$ cat src/hw/dps_pkg.sv
// Function
// - shift one bit per serial clock rise
// - words travel most significant bit first
// - strobe rise copies word into one latch
// - two lowest word bits pick latch
// - codes: IF R, IF N, RF R, RF N
// - 15-bit reference, 6+12-bit feedback dividers
// - feedback divides by P times B plus A
// - prescaler pairs 8/9, 16/17, 32/33, 64/65
// - main count 3 to 4095 only
// - swallow count 0 to 63
// - reference ratio starts at one
// - host keeps prescaler output under 188 MHz
// - detector always emits minimum width pulse
// - lock after three small-error cycles
// - lock drops on error above 25 ns
// - analog lock: high, low during activity
// - four latch bits select mux output
// - counter reset clears, tristates, restarts aligned
// - power-down loads dividers; reference off if both
// - latching keeps working while powered down
package dps_pkg;
    // ----------------------------------------------------------------
    // serial word and latch layout
    // ----------------------------------------------------------------
    localparam int WORD_W = 24;
    localparam logic [1:0] SEL_IF_R = 2'h0;
    localparam logic [1:0] SEL_IF_N = 2'h1;
    localparam logic [1:0] SEL_RF_R = 2'h2;
    localparam logic [1:0] SEL_RF_N = 2'h3;
    localparam int R_LSB = 2;
    localparam int R_W = 15;
    localparam int OSA_BIT = 17;
    localparam int OSB_BIT = 18;
    localparam int CRST_BIT = 19;
    localparam int TRI_BIT = 20;
    localparam int A_LSB = 2;
    localparam int A_W = 6;
    localparam int B_LSB = 8;
    localparam int B_W = 12;
    localparam int PSEL_LSB = 20;
    localparam int PD_BIT = 22;
    localparam logic [23:0] N_LATCH_RST = 24'h400000;
    localparam logic [6:0] PRE_BASE = 7'h08;
    localparam logic [11:0] B_MIN = 12'h003;
    localparam logic [14:0] R_ONE = 15'h0001;
    // ----------------------------------------------------------------
    // timing
    // ----------------------------------------------------------------
    localparam int CLK_NS = 20;
    localparam int LOCK_NS = 15;
    localparam int UNLOCK_NS = 25;
    localparam int LOCK_CYC_I = (LOCK_NS / CLK_NS < 1) ? 1 : LOCK_NS / CLK_NS;
    localparam int UNLOCK_CYC_I =
        (UNLOCK_NS / CLK_NS < 1) ? 1 : UNLOCK_NS / CLK_NS;
    localparam logic [7:0] LOCK_CYC = 8'(LOCK_CYC_I);
    localparam logic [7:0] UNLOCK_CYC = 8'(UNLOCK_CYC_I);
    localparam logic [1:0] LOCK_RUN = 2'h3;
    localparam int SCLK_NS = 160;
    localparam logic [3:0] HALF_CYC = 4'(SCLK_NS / 2 / CLK_NS);
    // ----------------------------------------------------------------
    // synchroniser slots and mux codes
    // ----------------------------------------------------------------
    localparam int IN_SCLK = 0;
    localparam int IN_SDATA = 1;
    localparam int IN_STROBE = 2;
    localparam int IN_REF = 3;
    localparam int IN_VCO = 4;
    localparam logic [3:0] MUX_OFF = 4'h0;
    localparam logic [3:0] MUX_IF_DLOCK = 4'h1;
    localparam logic [3:0] MUX_IF_REF = 4'h2;
    localparam logic [3:0] MUX_IF_FB = 4'h3;
    localparam logic [3:0] MUX_RF_DLOCK = 4'h4;
    localparam logic [3:0] MUX_RF_REF = 4'h5;
    localparam logic [3:0] MUX_RF_FB = 4'h6;
    localparam logic [3:0] MUX_IF_ALOCK = 4'h7;
    localparam logic [3:0] MUX_RF_ALOCK = 4'h8;
    localparam logic [3:0] MUX_BOTH_ALOCK = 4'h9;
    // ----------------------------------------------------------------
    // host registers
    // ----------------------------------------------------------------
    localparam logic [7:0] REG_WORD = 8'h00;
    localparam logic [7:0] REG_CTRL = 8'h04;
    localparam logic [7:0] REG_STAT = 8'h08;
endpackage

$ cat src/hw/dps_link_if.sv
`timescale 1ns/100ps
interface dps_link_if;
    logic sclk;
    logic sdata;
    logic strobe;
    logic multiplexed_output_pin;
    logic muxOe;
    logic muxPin;
    // open-drain pin with pull-up
    assign muxPin = muxOe ? multiplexed_output_pin : 1'b1;
    modport host (output sclk, sdata, strobe, input muxPin);
    modport dev (input sclk, sdata, strobe, output multiplexed_output_pin, muxOe);
endinterface // dps_link_if

$ cat src/hw/dps_device.sv
// The implementer's own choices: the Wishbone slave port and the register addresses.
`timescale 1ns/100ps
module dps_device
    import dps_pkg::*;
(
    // clock and reset
    input wire logic clk,
    input wire logic sys_rst,
    // serial link
    dps_link_if.dev link,
    // reference and loop inputs, index 0 IF, 1 RF
    input wire logic reference_input,
    input wire logic [1:0] vcoIn,
    // charge pump and status
    output logic [1:0] cpUp,
    output logic [1:0] cpDn,
    output logic [1:0] cpOe,
    output logic [1:0] lockDet,
    output logic refEnable
);
    typedef struct packed {
        logic [5:0] s1;
        logic [5:0] s2;
        logic [5:0] s3;
        logic [5:0] lvl;
        logic [23:0] shift;
        logic [3:0][23:0] latchW;
        logic [1:0][14:0] refCnt;
        logic [1:0][6:0] preCnt;
        logic [1:0][5:0] aRem;
        logic [1:0][11:0] bRem;
        logic [1:0][1:0] pAct;
        logic [1:0] refPulse;
        logic [1:0] fbPulse;
        logic [1:0] up;
        logic [1:0] dn;
        logic [1:0][7:0] err;
        logic [1:0][1:0] good;
        logic [1:0] lock;
        logic [1:0] cpOe;
        logic muxOe;
        logic refEn;
    } dps_dev_t;

    dps_dev_t st_r;
    dps_dev_t st_nxt;

    // ----------------------------------------------------------------
    // next state
    // ----------------------------------------------------------------
    always_comb begin
        logic [5:0] rise;
        logic [23:0] rL;
        logic [23:0] nL;
        logic [14:0] rVal;
        logic [6:0] modV;
        logic hold;
        logic [3:0] muxSel;
        logic muxVal;
        rise = '0;
        rL = '0;
        nL = '0;
        rVal = '0;
        modV = '0;
        hold = 1'b0;
        muxSel = '0;
        muxVal = 1'b0;
        st_nxt = st_r;
        // pin synchronisers; a level counts once stages 2 and 3 agree
        st_nxt.s1 = {vcoIn, reference_input, link.strobe, link.sdata, link.sclk};
        st_nxt.s2 = st_r.s1;
        st_nxt.s3 = st_r.s2;
        st_nxt.lvl = (st_r.s2 & st_r.s3) | (st_r.lvl & (st_r.s2 ^ st_r.s3));
        rise = st_nxt.lvl & ~st_r.lvl;

        // serial shift register, any power state
        if (rise[IN_SCLK]) begin
            st_nxt.shift = {st_r.shift[22:0], st_r.lvl[IN_SDATA]};
        end
        if (rise[IN_STROBE]) begin
            st_nxt.latchW[st_r.shift[1:0]] = st_r.shift;
        end

        // per loop: dividers and phase detector
        for (int l = 0; l < 2; l++) begin
            rL = st_r.latchW[2 * l];
            nL = st_r.latchW[2 * l + 1];
            hold = nL[PD_BIT] | rL[CRST_BIT];
            rVal = rL[R_LSB +: R_W];
            if (rVal == '0) begin
                rVal = R_ONE;
            end
            st_nxt.refPulse[l] = 1'b0;
            st_nxt.fbPulse[l] = 1'b0;
            st_nxt.cpOe[l] = ~hold & ~rL[TRI_BIT];
            if (hold) begin
                // counters parked in load state
                st_nxt.refCnt[l] = rVal;
                st_nxt.aRem[l] = nL[A_LSB +: A_W];
                st_nxt.bRem[l] = nL[B_LSB +: B_W];
                st_nxt.pAct[l] = nL[PSEL_LSB +: 2];
                st_nxt.preCnt[l] = '0;
                st_nxt.up[l] = 1'b0;
                st_nxt.dn[l] = 1'b0;
                st_nxt.err[l] = '0;
                st_nxt.good[l] = '0;
                st_nxt.lock[l] = 1'b0;
            end else begin
                // reference divider, reload picks up new ratio
                if (rise[IN_REF] && st_r.refEn) begin
                    if (st_r.refCnt[l] <= R_ONE) begin
                        st_nxt.refCnt[l] = rVal;
                        st_nxt.refPulse[l] = 1'b1;
                    end else begin
                        st_nxt.refCnt[l] = st_r.refCnt[l] - R_ONE;
                    end
                end
                // dual-modulus prescaler with swallow and main counters
                modV = PRE_BASE << st_r.pAct[l];
                if (st_r.aRem[l] != '0) begin
                    modV = modV + 7'h01;
                end
                if (rise[IN_VCO + l]) begin
                    if (st_r.preCnt[l] == modV - 7'h01) begin
                        st_nxt.preCnt[l] = '0;
                        if (st_r.aRem[l] != '0) begin
                            st_nxt.aRem[l] = st_r.aRem[l] - 6'h01;
                        end
                        if (st_r.bRem[l] <= 12'h001) begin
                            // N = P*B + A complete, reload
                            st_nxt.fbPulse[l] = 1'b1;
                            st_nxt.aRem[l] = nL[A_LSB +: A_W];
                            st_nxt.bRem[l] = nL[B_LSB +: B_W];
                            st_nxt.pAct[l] = nL[PSEL_LSB +: 2];
                        end else begin
                            st_nxt.bRem[l] = st_r.bRem[l] - 12'h001;
                        end
                    end else begin
                        st_nxt.preCnt[l] = st_r.preCnt[l] + 7'h01;
                    end
                end
                // phase detector; both high for one cycle at zero error
                st_nxt.up[l] = st_r.up[l] | st_r.refPulse[l];
                st_nxt.dn[l] = st_r.dn[l] | st_r.fbPulse[l];
                if (st_r.up[l] ^ st_r.dn[l]) begin
                    if (st_r.err[l] != 8'hFF) begin
                        st_nxt.err[l] = st_r.err[l] + 8'h01;
                    end
                end
                if (st_r.up[l] & st_r.dn[l]) begin
                    st_nxt.up[l] = st_r.refPulse[l];
                    st_nxt.dn[l] = st_r.fbPulse[l];
                    st_nxt.err[l] = '0;
                    // digital lock detect with hysteresis
                    if (st_r.err[l] < LOCK_CYC) begin
                        if (st_r.good[l] == LOCK_RUN - 2'h1) begin
                            st_nxt.lock[l] = 1'b1;
                        end else begin
                            st_nxt.good[l] = st_r.good[l] + 2'h1;
                        end
                    end else begin
                        st_nxt.good[l] = '0;
                        if (st_r.err[l] > UNLOCK_CYC) begin
                            st_nxt.lock[l] = 1'b0;
                        end
                    end
                end
            end
        end

        // reference input stage off only when both loops are down
        st_nxt.refEn = ~(st_r.latchW[SEL_IF_N][PD_BIT]
            & st_r.latchW[SEL_RF_N][PD_BIT]);

        // output multiplexer, open drain: enable pulls the pin low
        muxSel = {st_r.latchW[SEL_RF_R][OSB_BIT],
            st_r.latchW[SEL_RF_R][OSA_BIT],
            st_r.latchW[SEL_IF_R][OSB_BIT],
            st_r.latchW[SEL_IF_R][OSA_BIT]};
        case (muxSel)
            MUX_OFF: muxVal = 1'b1;
            MUX_IF_DLOCK: muxVal = st_r.lock[0];
            MUX_IF_REF: muxVal = st_r.refPulse[0];
            MUX_IF_FB: muxVal = st_r.fbPulse[0];
            MUX_RF_DLOCK: muxVal = st_r.lock[1];
            MUX_RF_REF: muxVal = st_r.refPulse[1];
            MUX_RF_FB: muxVal = st_r.fbPulse[1];
            MUX_IF_ALOCK: muxVal = ~(st_r.up[0] | st_r.dn[0]);
            MUX_RF_ALOCK: muxVal = ~(st_r.up[1] | st_r.dn[1]);
            MUX_BOTH_ALOCK: muxVal = ~(|st_r.up | |st_r.dn);
            default: muxVal = 1'b0;
        endcase
        st_nxt.muxOe = ~muxVal;
    end

    // ----------------------------------------------------------------
    // state register
    // ----------------------------------------------------------------
    always_ff @(posedge clk or posedge sys_rst) begin
        if (sys_rst) begin
            st_r <= '0;
            st_r.latchW[SEL_IF_N] <= N_LATCH_RST;
            st_r.latchW[SEL_RF_N] <= N_LATCH_RST;
        end else begin
            st_r <= st_nxt;
        end
    end

    // outputs straight from state
    assign cpUp = st_r.up;
    assign cpDn = st_r.dn;
    assign cpOe = st_r.cpOe;
    assign lockDet = st_r.lock;
    assign refEnable = st_r.refEn;
    assign link.multiplexed_output_pin = 1'b0;
    assign link.muxOe = st_r.muxOe;
endmodule // dps_device

$ cat src/flat_wrapper.sv
// flat-port wrapper written by rule: the top's interface ports become plain ports
module dps_device_flat import dps_pkg::*;
  (clk, sys_rst, reference_input, vcoIn, cpUp, cpDn, cpOe, lockDet, refEnable, link_sclk, link_sdata, link_strobe, link_multiplexed_output_pin, link_muxOe);
  dps_link_if link_i ();
  input wire logic clk;
  input wire logic sys_rst;
  input wire logic reference_input;
  input wire logic [1:0] vcoIn;
  output logic [1:0] cpUp;
  output logic [1:0] cpDn;
  output logic [1:0] cpOe;
  output logic [1:0] lockDet;
  output logic refEnable;
  input wire logic [$bits(link_i.sclk)-1:0] link_sclk;
  input wire logic [$bits(link_i.sdata)-1:0] link_sdata;
  input wire logic [$bits(link_i.strobe)-1:0] link_strobe;
  output wire logic [$bits(link_i.multiplexed_output_pin)-1:0] link_multiplexed_output_pin;
  output wire logic [$bits(link_i.muxOe)-1:0] link_muxOe;
  assign link_i.sclk = link_sclk;
  assign link_i.sdata = link_sdata;
  assign link_i.strobe = link_strobe;
  assign link_multiplexed_output_pin = link_i.multiplexed_output_pin;
  assign link_muxOe = link_i.muxOe;
  dps_device u_core (.clk(clk), .sys_rst(sys_rst), .link(link_i), .reference_input(reference_input), .vcoIn(vcoIn), .cpUp(cpUp), .cpDn(cpDn), .cpOe(cpOe), .lockDet(lockDet), .refEnable(refEnable));
endmodule
$ cat config.mk
export PLATFORM = sky130hd
export DESIGN_NAME = dps_device_flat
export DESIGN_NICKNAME = d
export VERILOG_FILES = /design/src/hw/dps_pkg.sv /design/src/hw/dps_link_if.sv /design/src/hw/dps_device.sv /design/src/flat_wrapper.sv
export SDC_FILE = /design/constraint.sdc
export NUM_CORES = 1
export LEC_CHECK = 0
export ABC_AREA = 1
export BUFFER_PORTS_ARGS = -buffer_cell sky130_fd_sc_hd__buf_2
export CAP_MARGIN = 30
export CORE_UTILIZATION = 56
export CTS_CLUSTER_DIAMETER = 60
export CTS_CLUSTER_SIZE = 16
export DETAILED_ROUTE_END_ITERATION = 10
export HOLD_SLACK_MARGIN = 0.06
export PLACE_DENSITY = 0.72
export REMOVE_ABC_BUFFERS = 1
export SETUP_SLACK_MARGIN = 0.2
export SYNTH_ARGS = -nofsm -noshare
export SYNTH_HDL_FRONTEND = slang
export SYNTH_SLANG_ARGS = --single-unit
$ cat constraint.sdc
create_clock -name clk -period 11.6 [get_ports clk]
set_clock_uncertainty 0.15 [all_clocks]
set_input_delay 1.74 -clock clk [delete_from_list [all_inputs] [get_ports clk]]
set_output_delay 1.74 -clock clk [all_outputs]
set_load 0.05 [all_outputs]
==> results of run 1 <==
==> per-layer routing <==
| metal | part of all wire | track usage | vias to the layer above |
|---|---|---|---|
| li1 | - | - | 4756 |
| met1 | 0.48 | 0.333 | 4460 |
| met2 | 0.47 | 0.390 | 147 |
| met3 | 0.037 | 0.0250 | 31 |
| met4 | 0.016 | 0.0551 | 0 |
| met5 | 0 | 0 | - |
==> report_power, final <==
part	total (mW)	internal, mW	leakage, nW	switching (mW)
logic	0.656	0.224	2.85	0.432
registers	1.10	0.993	3.26	0.109
clock network	0.720	0.395	0.332	0.325
==> worst max path at each step <==
| stage | from | to |
|---|---|---|
| finish | u_core.cpUp[0] | cpUp[0] |
| global route | u_core.st_r[50] | u_core.st_r[73] |
| CTS | u_core.cpUp[0] | cpUp[0] |
| detailed placement | sys_rst | u_core.st_r[44] |
| global placement | sys_rst | u_core.st_r[44] |
| floorplan | sys_rst | u_core.cpDn[0] |
==> synth_stat cells (2+ instances only) <==
| master | instances | area share |
|---|---|---|
| nand2_1 | 387 | 0.12 |
| dfrtp_1 | 243 | 0.50 |
| o21ai_0 | 186 | 0.076 |
| inv_1 | 156 | 0.048 |
| nor2_1 | 116 | 0.035 |
| nand3_1 | 70 | 0.029 |
| xor2_1 | 49 | 0.035 |
| a21oi_1 | 35 | 0.014 |
| ha_1 | 28 | 0.029 |
| clkbuf_1 | 25 | 0.0076 |
| nand4_1 | 22 | 0.011 |
| o211ai_1 | 17 | 0.010 |
| buf_4 | 15 | 0.0092 |
| nor3_1 | 15 | 0.0061 |
| nand2_2 | 14 | 0.0071 |
| o21ai_2 | 10 | 0.0071 |
| nand3_2 | 9 | 0.0073 |
| xnor2_1 | 9 | 0.0064 |
| nor2_4 | 8 | 0.0073 |
| buf_6 | 5 | 0.0046 |
| o21ai_1 | 5 | 0.0020 |
| inv_2 | 4 | 0.0012 |
| nor2_2 | 4 | 0.0020 |
| nor4_1 | 4 | 0.0020 |
| o31ai_1 | 4 | 0.0024 |
| or2_2 | 4 | 0.0020 |
| a21o_1 | 3 | 0.0018 |
| buf_2 | 3 | 0.0012 |
| nand3b_1 | 3 | 0.0018 |
| o22ai_1 | 3 | 0.0015 |
| a211oi_1 | 2 | 0.0012 |
| a31oi_1 | 2 | 0.0010 |
| buf_12 | 2 | 0.0033 |
| dfstp_2 | 2 | 0.0043 |
| nand2_4 | 2 | 0.0018 |
| or2_0 | 2 | 0.0010 |
==> cell families (layout without fill, tap and decap cells) <==
family                     after synthesis  in the layout  synth area share
DFF                                    245            245             0.500
xor gates and xnor gates                58             58            0.0414
other                                    1              1          0.000305
and+or+nand+nor                        663            663             0.235
adders and majority gates               28             28            0.0285
buffers and inverters                  211            221            0.0760
AOI/OAI and AO/OA                      269            269             0.119
==> flip-flops by register name, summed over array words and instances (netlist names) <==
name               cells
u_core.st_r          223
u_core.cpOe            2
u_core.link.muxOe      1
u_core.cpDn            2
u_core.st_nxt         12
u_core.cpUp            2
u_core.lockDet         2
u_core.refEnable       1
==> layout make-up <==
| cell class | count | area, µm² | share of cell area |
|---|---|---|---|
| inverter | 160 | 608 | 0.0461 |
| timing repair buffer | 25 | 205 | 0.0155 |
| clock inverter | 9 | 98.8 | 0.00749 |
| clock buffer | 27 | 601 | 0.0455 |
| sequential | 245 | 6130 | 0.465 |
| multi-input combinational | 1019 | 5210 | 0.395 |
| tap | 275 | 344 | 0.0261 |
==> layout by cell type, fill, tap and decap left out, types with 22 or more instances in the layout <==
cell type	instances
nand2_1	387
dfrtp_1	243
o21ai_0	186
inv_1	155
nor2_1	116
nand3_1	70
xor2_1	49
a21oi_1	35
ha_1	28
clkbuf_16	23
nand4_1	22
==> results.md, run 1 <==
* Hold Path Cell Cnt at 0
* RSZ-0062 raised after global routing: false
* Vias in the first global route at 8804
* Drt wl/cell at 14.3 µm
* Register area share after synthesis at 0.500
* Placed Cells at 1724
* Total global-route track usage at 0.235
* Reg2Reg Depth at 6
* Area Overhead vs Synth at 7.52%
* WP data arrival at 1.23 ns
* Root Buffer: clkbuf_16
* Clk_lat worst skew at about 0.52 ns
* Crit path kind: register to output port
* CTS Hold Buffers Added at 0
* Routability cong. at 0.831
* Slew headroom at 0.397
* Die Ht at around 150 µm
* 1st-iter DRT viols at 496
* Worst Hold Launch: u_core.st_nxt[251]
* Synth Register Bits at 245
* Final net count at 1509
* Final non-filler cell total at 1760
* Final Cell Area at 13200 µm²
* Fmax at ~320 MHz
* Crit Path Max Fanout at 5
* Total Power at 2.48 mW
* Setup WS pre-CTS at roughly 8.2 ns
* Stages on the worst setup path at 1
* Port bufs at 17
* Post-Route WL at 25.2 mm
* Worst path bufs/invs at 1
* Die W at about 150 µm
* Cell Area, Synth at 12300 µm²
* ANT cells at 0
* IO Pins at 19
* Global route overflow at 0
* Placement row count at 53
* HP Class: register to register
* Crit path cell chain: buf_2
* Post-CTS Setup Inserts at 0
* Post_cts resized at 0
* Clock tree buffer depth at 3
* Num CTS Buffers at 22
* Fill count at 1866
* Worst-Margin Slew at 0.903 ns
* RR Startpoint: u_core.st_r[137]
* Synthesis warning total at 0
* Vias/cell at 5.34
* Critical path startpoint category: register
* DR vias at 9394
* Die Area at 22500 µm²
* Mapped Cells at 1475
* Hold Path End: u_core.st_nxt[245]
* Clock transition at the registers of the reported paths at 0.07 ns
* R2r setup slk at 8.65 ns
* Total Negative Setup Slacks at 0 ns
* Starting Density at 0.577
* Mapped Avg Cell Area at between 8 and 9 µm²
* Proportion of layout cells with a drive suffix above 1 at 0.0795
* CTS H-Tree Depth at 1
* Power Density at 188 nW/µm²
* Slowest-stage cell, CP: dfrtp_1
* Ys async rst share at 1.00
* First-pass iteration count of the detailed router at 5
* Top_reg_cell synth: dfrtp_1
* Antenna violations before repair at 0
* Crit-path max cell delay at 0.43 ns
* Worst Path Required at 9.71 ns
* VDD IR max at 0.000122 V
* Status: complete, no violations
* Maximum number of pins on one net before global-route repair at 110
* Worst r2r dst: u_core.st_r[90]
* DRC at 0
* WHS at just over 0.2 ns
* Max-cap viol count at 0
* Fin crit share at 0.269
* Setup slack after layout at 8.48 ns
* Final Hold Fails at 0
* Leakage at approximately 6.4 nW
* Final core area utilization at 0.620
* Max-slew violations at 0
* Number of flops mapped to enable cells by yosys at 0
* Core footprint at ~21000 µm²
* Crit-path leading delay family: flip-flops
* Area post-placement at 12500 µm²
* Dpl hpwl at 17.6 mm
* CTS tree: yes
* CTS Sinks at 245
* Final min period at between 3 and 4 ns
* Netlist cell types at 43
* Setup crit end kind: output port
* Final number of setup-violating endpoints at 0
* First-pass GRT wire length at roughly 42 mm
* Final ANT Viol Nets at 0
Note: power is estimated with default switching activity, not from simulation.
==> inputs of run 2 (changes only) <==
--- a/config.mk
+++ b/config.mk
@@ -13,7 +13,7 @@
 export CTS_CLUSTER_SIZE = 16
 export DETAILED_ROUTE_END_ITERATION = 10
 export HOLD_SLACK_MARGIN = 0.06
-export PLACE_DENSITY = 0.72
+export PLACE_DENSITY = 0.75
 export REMOVE_ABC_BUFFERS = 1
 export SETUP_SLACK_MARGIN = 0.2
 export SYNTH_ARGS = -nofsm -noshare
==> constraint.sdc (replaced) <==
create_clock -name clk -period 2.7 [get_ports clk]
set_clock_uncertainty 0.15 [all_clocks]
set_input_delay 0.405 -clock clk [delete_from_list [all_inputs] [get_ports clk]]
set_output_delay 0.405 -clock clk [all_outputs]
set_load 0.05 [all_outputs]
==> results.md, run 2 (synthesis results as in run 1) <==
* Final core area utilization at 0.636 (+0.0157)
* Met3 wire length at 997 µm (+7.2%)
* WP data arrival at 2.59 ns (+1.36 ns)
* Die W at 150 µm (unchanged)
* Root Buffer: clkbuf_16
* Total global-route track usage at 0.244 (+0.00864)
* Num CTS Buffers at 22 (unchanged)
* Maximum number of pins on one net before global-route repair at 65 (-41%)
* P_int at 7.04 mW (+340%)
* Core footprint at 21300 µm² (unchanged)
* Clock tree buffer depth at 3 (unchanged)
* Total Negative Setup Slacks at 0 ns (unchanged)
* IO Pins at 19 (unchanged)
* Hold Path Cell Cnt at 0 (unchanged)
* Critical path startpoint category: register
* Placed Cells at 1731 (+0.41%)
* Die Area at 22500 µm² (unchanged)
* Final number of setup-violating endpoints at 0 (unchanged)
* Global route overflow at 0 (unchanged)
* Fmax at 429 MHz
* 1st-iter DRT viols at 655 (+32%)
* RSZ-0062 raised after global routing: true
* Crit Path Max Fanout at 6 (+1)
* Post-Route WL at 26.4 mm (+4.4%)
* Starting Density at 0.577 (unchanged)
* P_sw at 3.81 mW (+340%)
* Antenna violations before repair at 0 (unchanged)
* Switching share of power at 0.351 (+0.00185)
* Worst Path Required at 2.96 ns (-6.75 ns)
* Final net count at 1535 (+1.7%)
* Dpl hpwl at 17.8 mm (+0.76%)
* Status: complete, no violations
* CTS Sinks at 245 (unchanged)
* VDD IR max at 0.000519 V (+330%)
* Length of routed met2 wiring at 12.5 mm (+5.2%)
* DRT met1 WL at 12.3 mm (+2.4%)
* Final Cell Area at 13500 µm² (+2.5%)
* Routability cong. at 0.903 (+8.7%)
* Final Hold Fails at 0 (unchanged)
* Sequential share of power at 0.437 (-0.008)
* Clock transition at the registers of the reported paths at 0.08 ns (about the same)
* Reg2Reg Depth at 15 (+9)
* Max reg flops at 223 (unchanged)
* Worst-Margin Slew at 0.606 ns (-0.297 ns)
* Vias/cell at 5.39 (+0.99%)
* Area Overhead vs Synth at 10.2%
* Combinational share of power at 0.274 (+0.009)
* Final ANT Viol Nets at 0 (unchanged)
* First-pass iteration count of the detailed router at 5 (unchanged)
* Final min period at roughly 2.3 ns
* DRC at 0 (unchanged)
* Port bufs at 17 (unchanged)
* Drt wl/cell at 14.8 µm (+2.8%)
* Top sig layer: met4
* First-pass GRT wire length at 44.1 mm (+3.9%)
* Slew headroom at 0.596 (+0.199)
* Final non-filler cell total at 1787 (+1.5%)
* Vias in the first global route at 9046 (+2.7%)
* HP Class: register to register
* Clock network power share at 0.289 (-0.002)
* Total Power at 10.9 mW (+340%)
* Setup crit end kind: register
* Max-cap viol count at 0 (unchanged)
* Clk_lat worst skew at 0.52 ns (about the same)
* Fin crit share at 0.863
* Power Density at 802 nW/µm² (+330%)
* DR vias at 9633 (+2.5%)
* Crit path kind: register to register
* Proportion of layout cells with a drive suffix above 1 at 0.0959 (+0.0164)
* Leakage at 6.60 nW (+2.5%)
* Largest Register: u_core.st_r
* ANT cells at 0 (unchanged)
* Die Ht at 150 µm (unchanged)
* Max-slew violations at 0 (unchanged)
* Commonest non-fill, non-tap cell in the layout: nand2_1
* Area post-placement at 12500 µm² (+0.24%)
* Most frequent cells in the layout: 386 x nand2_1, 243 x dfrtp_1, 186 x o21ai_0, 151 x inv_1, 116 x nor2_1
* CTS tree: yes
* Fill count at 1769 (-5.2%)
* Placement row count at 53 (unchanged)
* CTS H-Tree Depth at 1 (unchanged)
## run 2: changes by cell type in the layout (fill, tap and decap cells not counted), moves of 2 or more
| cell | delta |
|---|---|
| buf_16 | -3 |
| clkbuf_1 | +2 |
| clkinvlp_4 | -2 |
| dlygate4sd3_1 | +7 |
| nand2_4 | +4 |
| nand2_2 | -3 |
| buf_12 | +3 |
| buf_4 | +15 |
| inv_1 | -4 |
| nand3_4 | +2 |
| inv_2 | +4 |
| ha_1 | -3 |
| nand2_8 | +3 |
| ha_4 | +3 |
## run 2: layer usage
metal / track usage / vias to the layer above
met5: 0 / -
met4: 0.0566 / 0
met3: 0.0287 / 40
met2: 0.402 / 173
met1: 0.345 / 4624
li1: - / 4796
## run 2: path summary, 6_finish.rpt
kind / from / endpoint / slack, ns
worst max register to register: u_core.st_r[62] / u_core.st_r[39] / 0.37
min in group asynchronous: sys_rst / u_core.cpOe[1] / 0.32
max in group asynchronous: sys_rst / u_core.st_r[245] / 1.33
worst min register to register: u_core.st_nxt[252] / u_core.st_nxt[246] / 0.20
worst max-delay path: u_core.st_r[62] / u_core.st_r[39] / 0.37
worst min-delay path: u_core.st_nxt[252] / u_core.st_nxt[246] / 0.20
## run 2: final cells by class
type	count	area, µm²	area share
flip-flops and latches	245	6130	0.453
multi-input cells	1022	5350	0.395
clock buffers	29	608	0.0449
inverters	160	608	0.0449
repair buffers	48	390	0.0288
well taps	275	344	0.0254
clock inverters	8	100	0.00740
## run 2: power groups by stage
stage                     clock, mW  sequential, mW  combinational [mW]
after global routing           3.33            4.82                3.44
after detailed placement          0            4.79                2.80
after CTS                      3.19            4.73                2.92
after floorplan                   0            4.75                2.14
after global placement            0            4.77                2.71
final                          3.13            4.74                2.98
## run 2: worst max-delay path, stage by stage, from the launching register on
cell	delay (ns)
dfrtp_1	0.39
inv_2	0.09
ha_4	0.14
inv_2	0.04
nor2_4	0.10
nand3_4	0.07
inv_2	0.07
ha_4	0.13
xor2_1	0.16
nand2_1	0.06
nand2_1	0.08
nand3_2	0.09
nor2_4	0.15
nand3_4	0.22
nand2_4	0.21
o21ai_2	0.06
## run 2: what timing repair did
item                       in CTS  in global routing
pin swaps                       7                 10
gates resized for setup         9                 12
hold buffers                    7                  0
setup buffers                   6                  2
setup endpoints to repair      22                 48
hold endpoints to repair       59                  0
gates cloned                    3                  1
## run 2: stage by stage
stage	setup WS, ns	hold WS, ns
detailed placement	0.0755	0.186
global placement	0.200	0.183
finish	0.370	0.200
CTS	0.212	0.203
floorplan	-4.58	0.181
global route	0.180	0.209
==> inputs of run 3 (changes only) <==
==> constraint.sdc (replaced) <==
create_clock -name clk -period 2.7 [get_ports clk]
set_clock_uncertainty 0.15 [all_clocks]
set_input_delay 0.135 -clock clk [delete_from_list [all_inputs] [get_ports clk]]
set_output_delay 0.135 -clock clk [all_outputs]
set_load 0.05 [all_outputs]
==> results.md, run 3 (synthesis results as in run 1) <==
* DR vias at 9730 (+1.0%)
* Starting Density at 0.577 (unchanged)
* Crit Path Max Fanout at 7 (+1)
* 1st-iter DRT viols at 735 (+12%)
* Final number of setup-violating endpoints at 0 (unchanged)
* Setup crit end kind: register
* Fill count at 1798 (+1.6%)
* Final ANT Viol Nets at 0 (unchanged)
* Largest Register: u_core.st_r
* Die W at 150 µm (unchanged)
* Slowest-stage cell, CP: dfrtp_1
* Crit path kind: register to register
* Sequential cell area at 6130 µm² (unchanged)
* Commonest non-fill, non-tap cell in the layout: nand2_1
* VDD IR max at 0.000507 V (-2.3%)
* Post-Route WL at 26.7 mm (+1.4%)
* IO Pins at 19 (unchanged)
* CTS Sinks at 245 (unchanged)
* CTS H-Tree Depth at 1 (unchanged)
* Clock transition at the registers of the reported paths at 0.07 ns (about the same)
* RR Startpoint: u_core.st_r[63]
* Worst Path Required at 3.00 ns (+0.04 ns)
* Area Overhead vs Synth at 10.6%
* Reg2Reg Depth at 16 (+1)
* Worst-Margin Slew at 0.639 ns (+0.0327 ns)
* Core footprint at 21300 µm² (unchanged)
* Crit path cell chain: inv_2 -> ha_4 -> inv_2 -> nor2_4 -> nand3_4 -> inv_2 -> ha_4 -> xor2_1 -> nand2_1 -> nand2_1 -> nand3_2 -> nor2_4 -> nand3_4 -> nand2_8 -> nand2_2 -> o21ai_2
* Vias in the first global route at 9060 (+0.15%)
* Fmax at 396 MHz (-7.7%)
* Fin crit share at 0.935 (+0.0723)
* Most frequent CP cell: inv_2
* Multi-input gate area at 5390 µm² (+0.75%)
* First-pass iteration count of the detailed router at 7 (+2)
* DRC at 0 (unchanged)
* Placement row count at 53 (unchanged)
* Clock tree buffer depth at 3 (unchanged)
* WP data arrival at 2.82 ns (+0.23 ns)
* Final Cell Area at 13600 µm² (+0.31%)
* RSZ-0062 raised after global routing: true
* ANT cells at 0 (unchanged)
* Status: complete, no violations
* Final min period at 2.53 ns (+0.195 ns)
* Drt wl/cell at 14.9 µm (+1.3%)
* HP Class: input port to async pin
* Worst r2r dst: u_core.st_r[46]
* Antenna violations before repair at 0 (unchanged)
* Vias/cell at 5.44 (+0.89%)
* Global route overflow at 0 (unchanged)
* Die Area at 22500 µm² (unchanged)
* Most frequent cells in the layout: 378 x nand2_1, 243 x dfrtp_1, 186 x o21ai_0, 149 x inv_1, 115 x nor2_1
* Area post-placement at 12500 µm² (unchanged)
* Power Density at 799 nW/µm² (-0.38%)
* Critical path startpoint category: register
* Final net count at 1537 (+0.13%)
* Max-slew violations at 0 (unchanged)
* Placed Cells at 1731 (unchanged)
* Final non-filler cell total at 1789 (+0.11%)
* First-pass GRT wire length at 43.5 mm (-1.5%)
* Clk_lat worst skew at 0.51 ns (about the same)
* Die Ht at 150 µm (unchanged)
* Max-cap viol count at 0 (unchanged)
* Proportion of layout cells with a drive suffix above 1 at 0.104 (+0.00846)
* Slew headroom at 0.574 (-0.0218)
* WHS at 0.0876 ns (-0.112 ns)
* Num CTS Buffers at 22 (unchanged)
* Final Hold Fails at 0 (unchanged)
* Routability cong. at 0.903 (about the same)
* Max reg flops at 223 (unchanged)
* Leakage at 6.65 nW (+0.72%)
* R2r setup slk at 0.17 ns (-0.20 ns)
* Crit-path max cell delay at 0.41 ns (+0.02 ns)
* CTS tree: yes
* Dpl hpwl at 17.7 mm (-0.61%)
* Maximum number of pins on one net before global-route repair at 78 (+20%)
* Root Buffer: clkbuf_16
* Total global-route track usage at 0.240 (-0.00362)
* Port bufs at 17 (unchanged)
* CP Launch Point: u_core.st_r[63]
[run 3: cell count changes in the layout (fill, tap and decap cells not counted), moves of 2 or more]
cell     change
inv_1        -2
inv_2        +2
nand2_1      -8
nand2_2      +7
[run 3: worst max-delay path: cells and delay by family, from the launching register on]
family,cells,cell delay [ns]
and+or+nand+nor,9,1.16
DFF,1,0.41
adders and majority gates,2,0.29
buffers and inverters,3,0.23
xor gates and xnor gates,1,0.16
AOI/OAI and AO/OA,1,0.05
[run 3: area by class of cell]
| class | count | area share |
|---|---|---|
| inverters | 160 | 0.0448 |
| flip-flops and latches | 245 | 0.452 |
| multi-input cells | 1022 | 0.397 |
| clock buffers | 30 | 0.0451 |
| clock inverters | 7 | 0.00516 |
| repair buffers | 50 | 0.0308 |
| well taps | 275 | 0.0253 |
[run 3: per-stage QoR]
step	total power, mW	setup TNS, ns	util	setup WS, ns
finish	10.8	0	0.638	0.175
global route	11.6	0	0.638	0.0478
CTS	10.7	0	0.626	0.201
detailed placement	7.61	0	0.589	0.0984
global placement	7.49	0	0.589	0.193
floorplan	6.89	-1052.52	-	-4.31
[run 3: how the worst max path moves through the flow]
stage                 endpoint  depth (start not counted)
3_5_place_dp   u_core.st_r[45]                         16
6_report       u_core.st_r[46]                         16
2_1_floorplan   u_core.cpDn[0]                          1
4_1_cts        u_core.st_r[45]                         16
5_1_grt        u_core.st_r[41]                         16
3_3_place_gp   u_core.st_r[44]                         16
[run 3: report_power, final]
| group | total (mW) | internal (mW) | switching, mW |
|---|---|---|---|
| registers | 4.74 | 4.27 | 0.473 |
| clock network | 3.04 | 1.62 | 1.41 |
| logic | 3.07 | 1.11 | 1.97 |
[run 3: metal layers]
metal	GRT usage	routed length [µm]	part of all wire
met3	0.0317	1110	0.042
met1	0.334	12200	0.46
met5	0	0	0
met2	0.404	13000	0.49
met4	0.0490	404	0.015
[run 3: repair_timing]
| item | CTS | global route |
|---|---|---|
| endpoints found under the hold margin | 199 | 0 |
| pin swaps | 1 | 11 |
| gates cloned | 1 | 3 |
| gates resized for setup | 6 | 29 |
| buffers inserted | 0 | 10 |
| setup endpoints to repair | 37 | 50 |
| hold buffers | 7 | 0 |
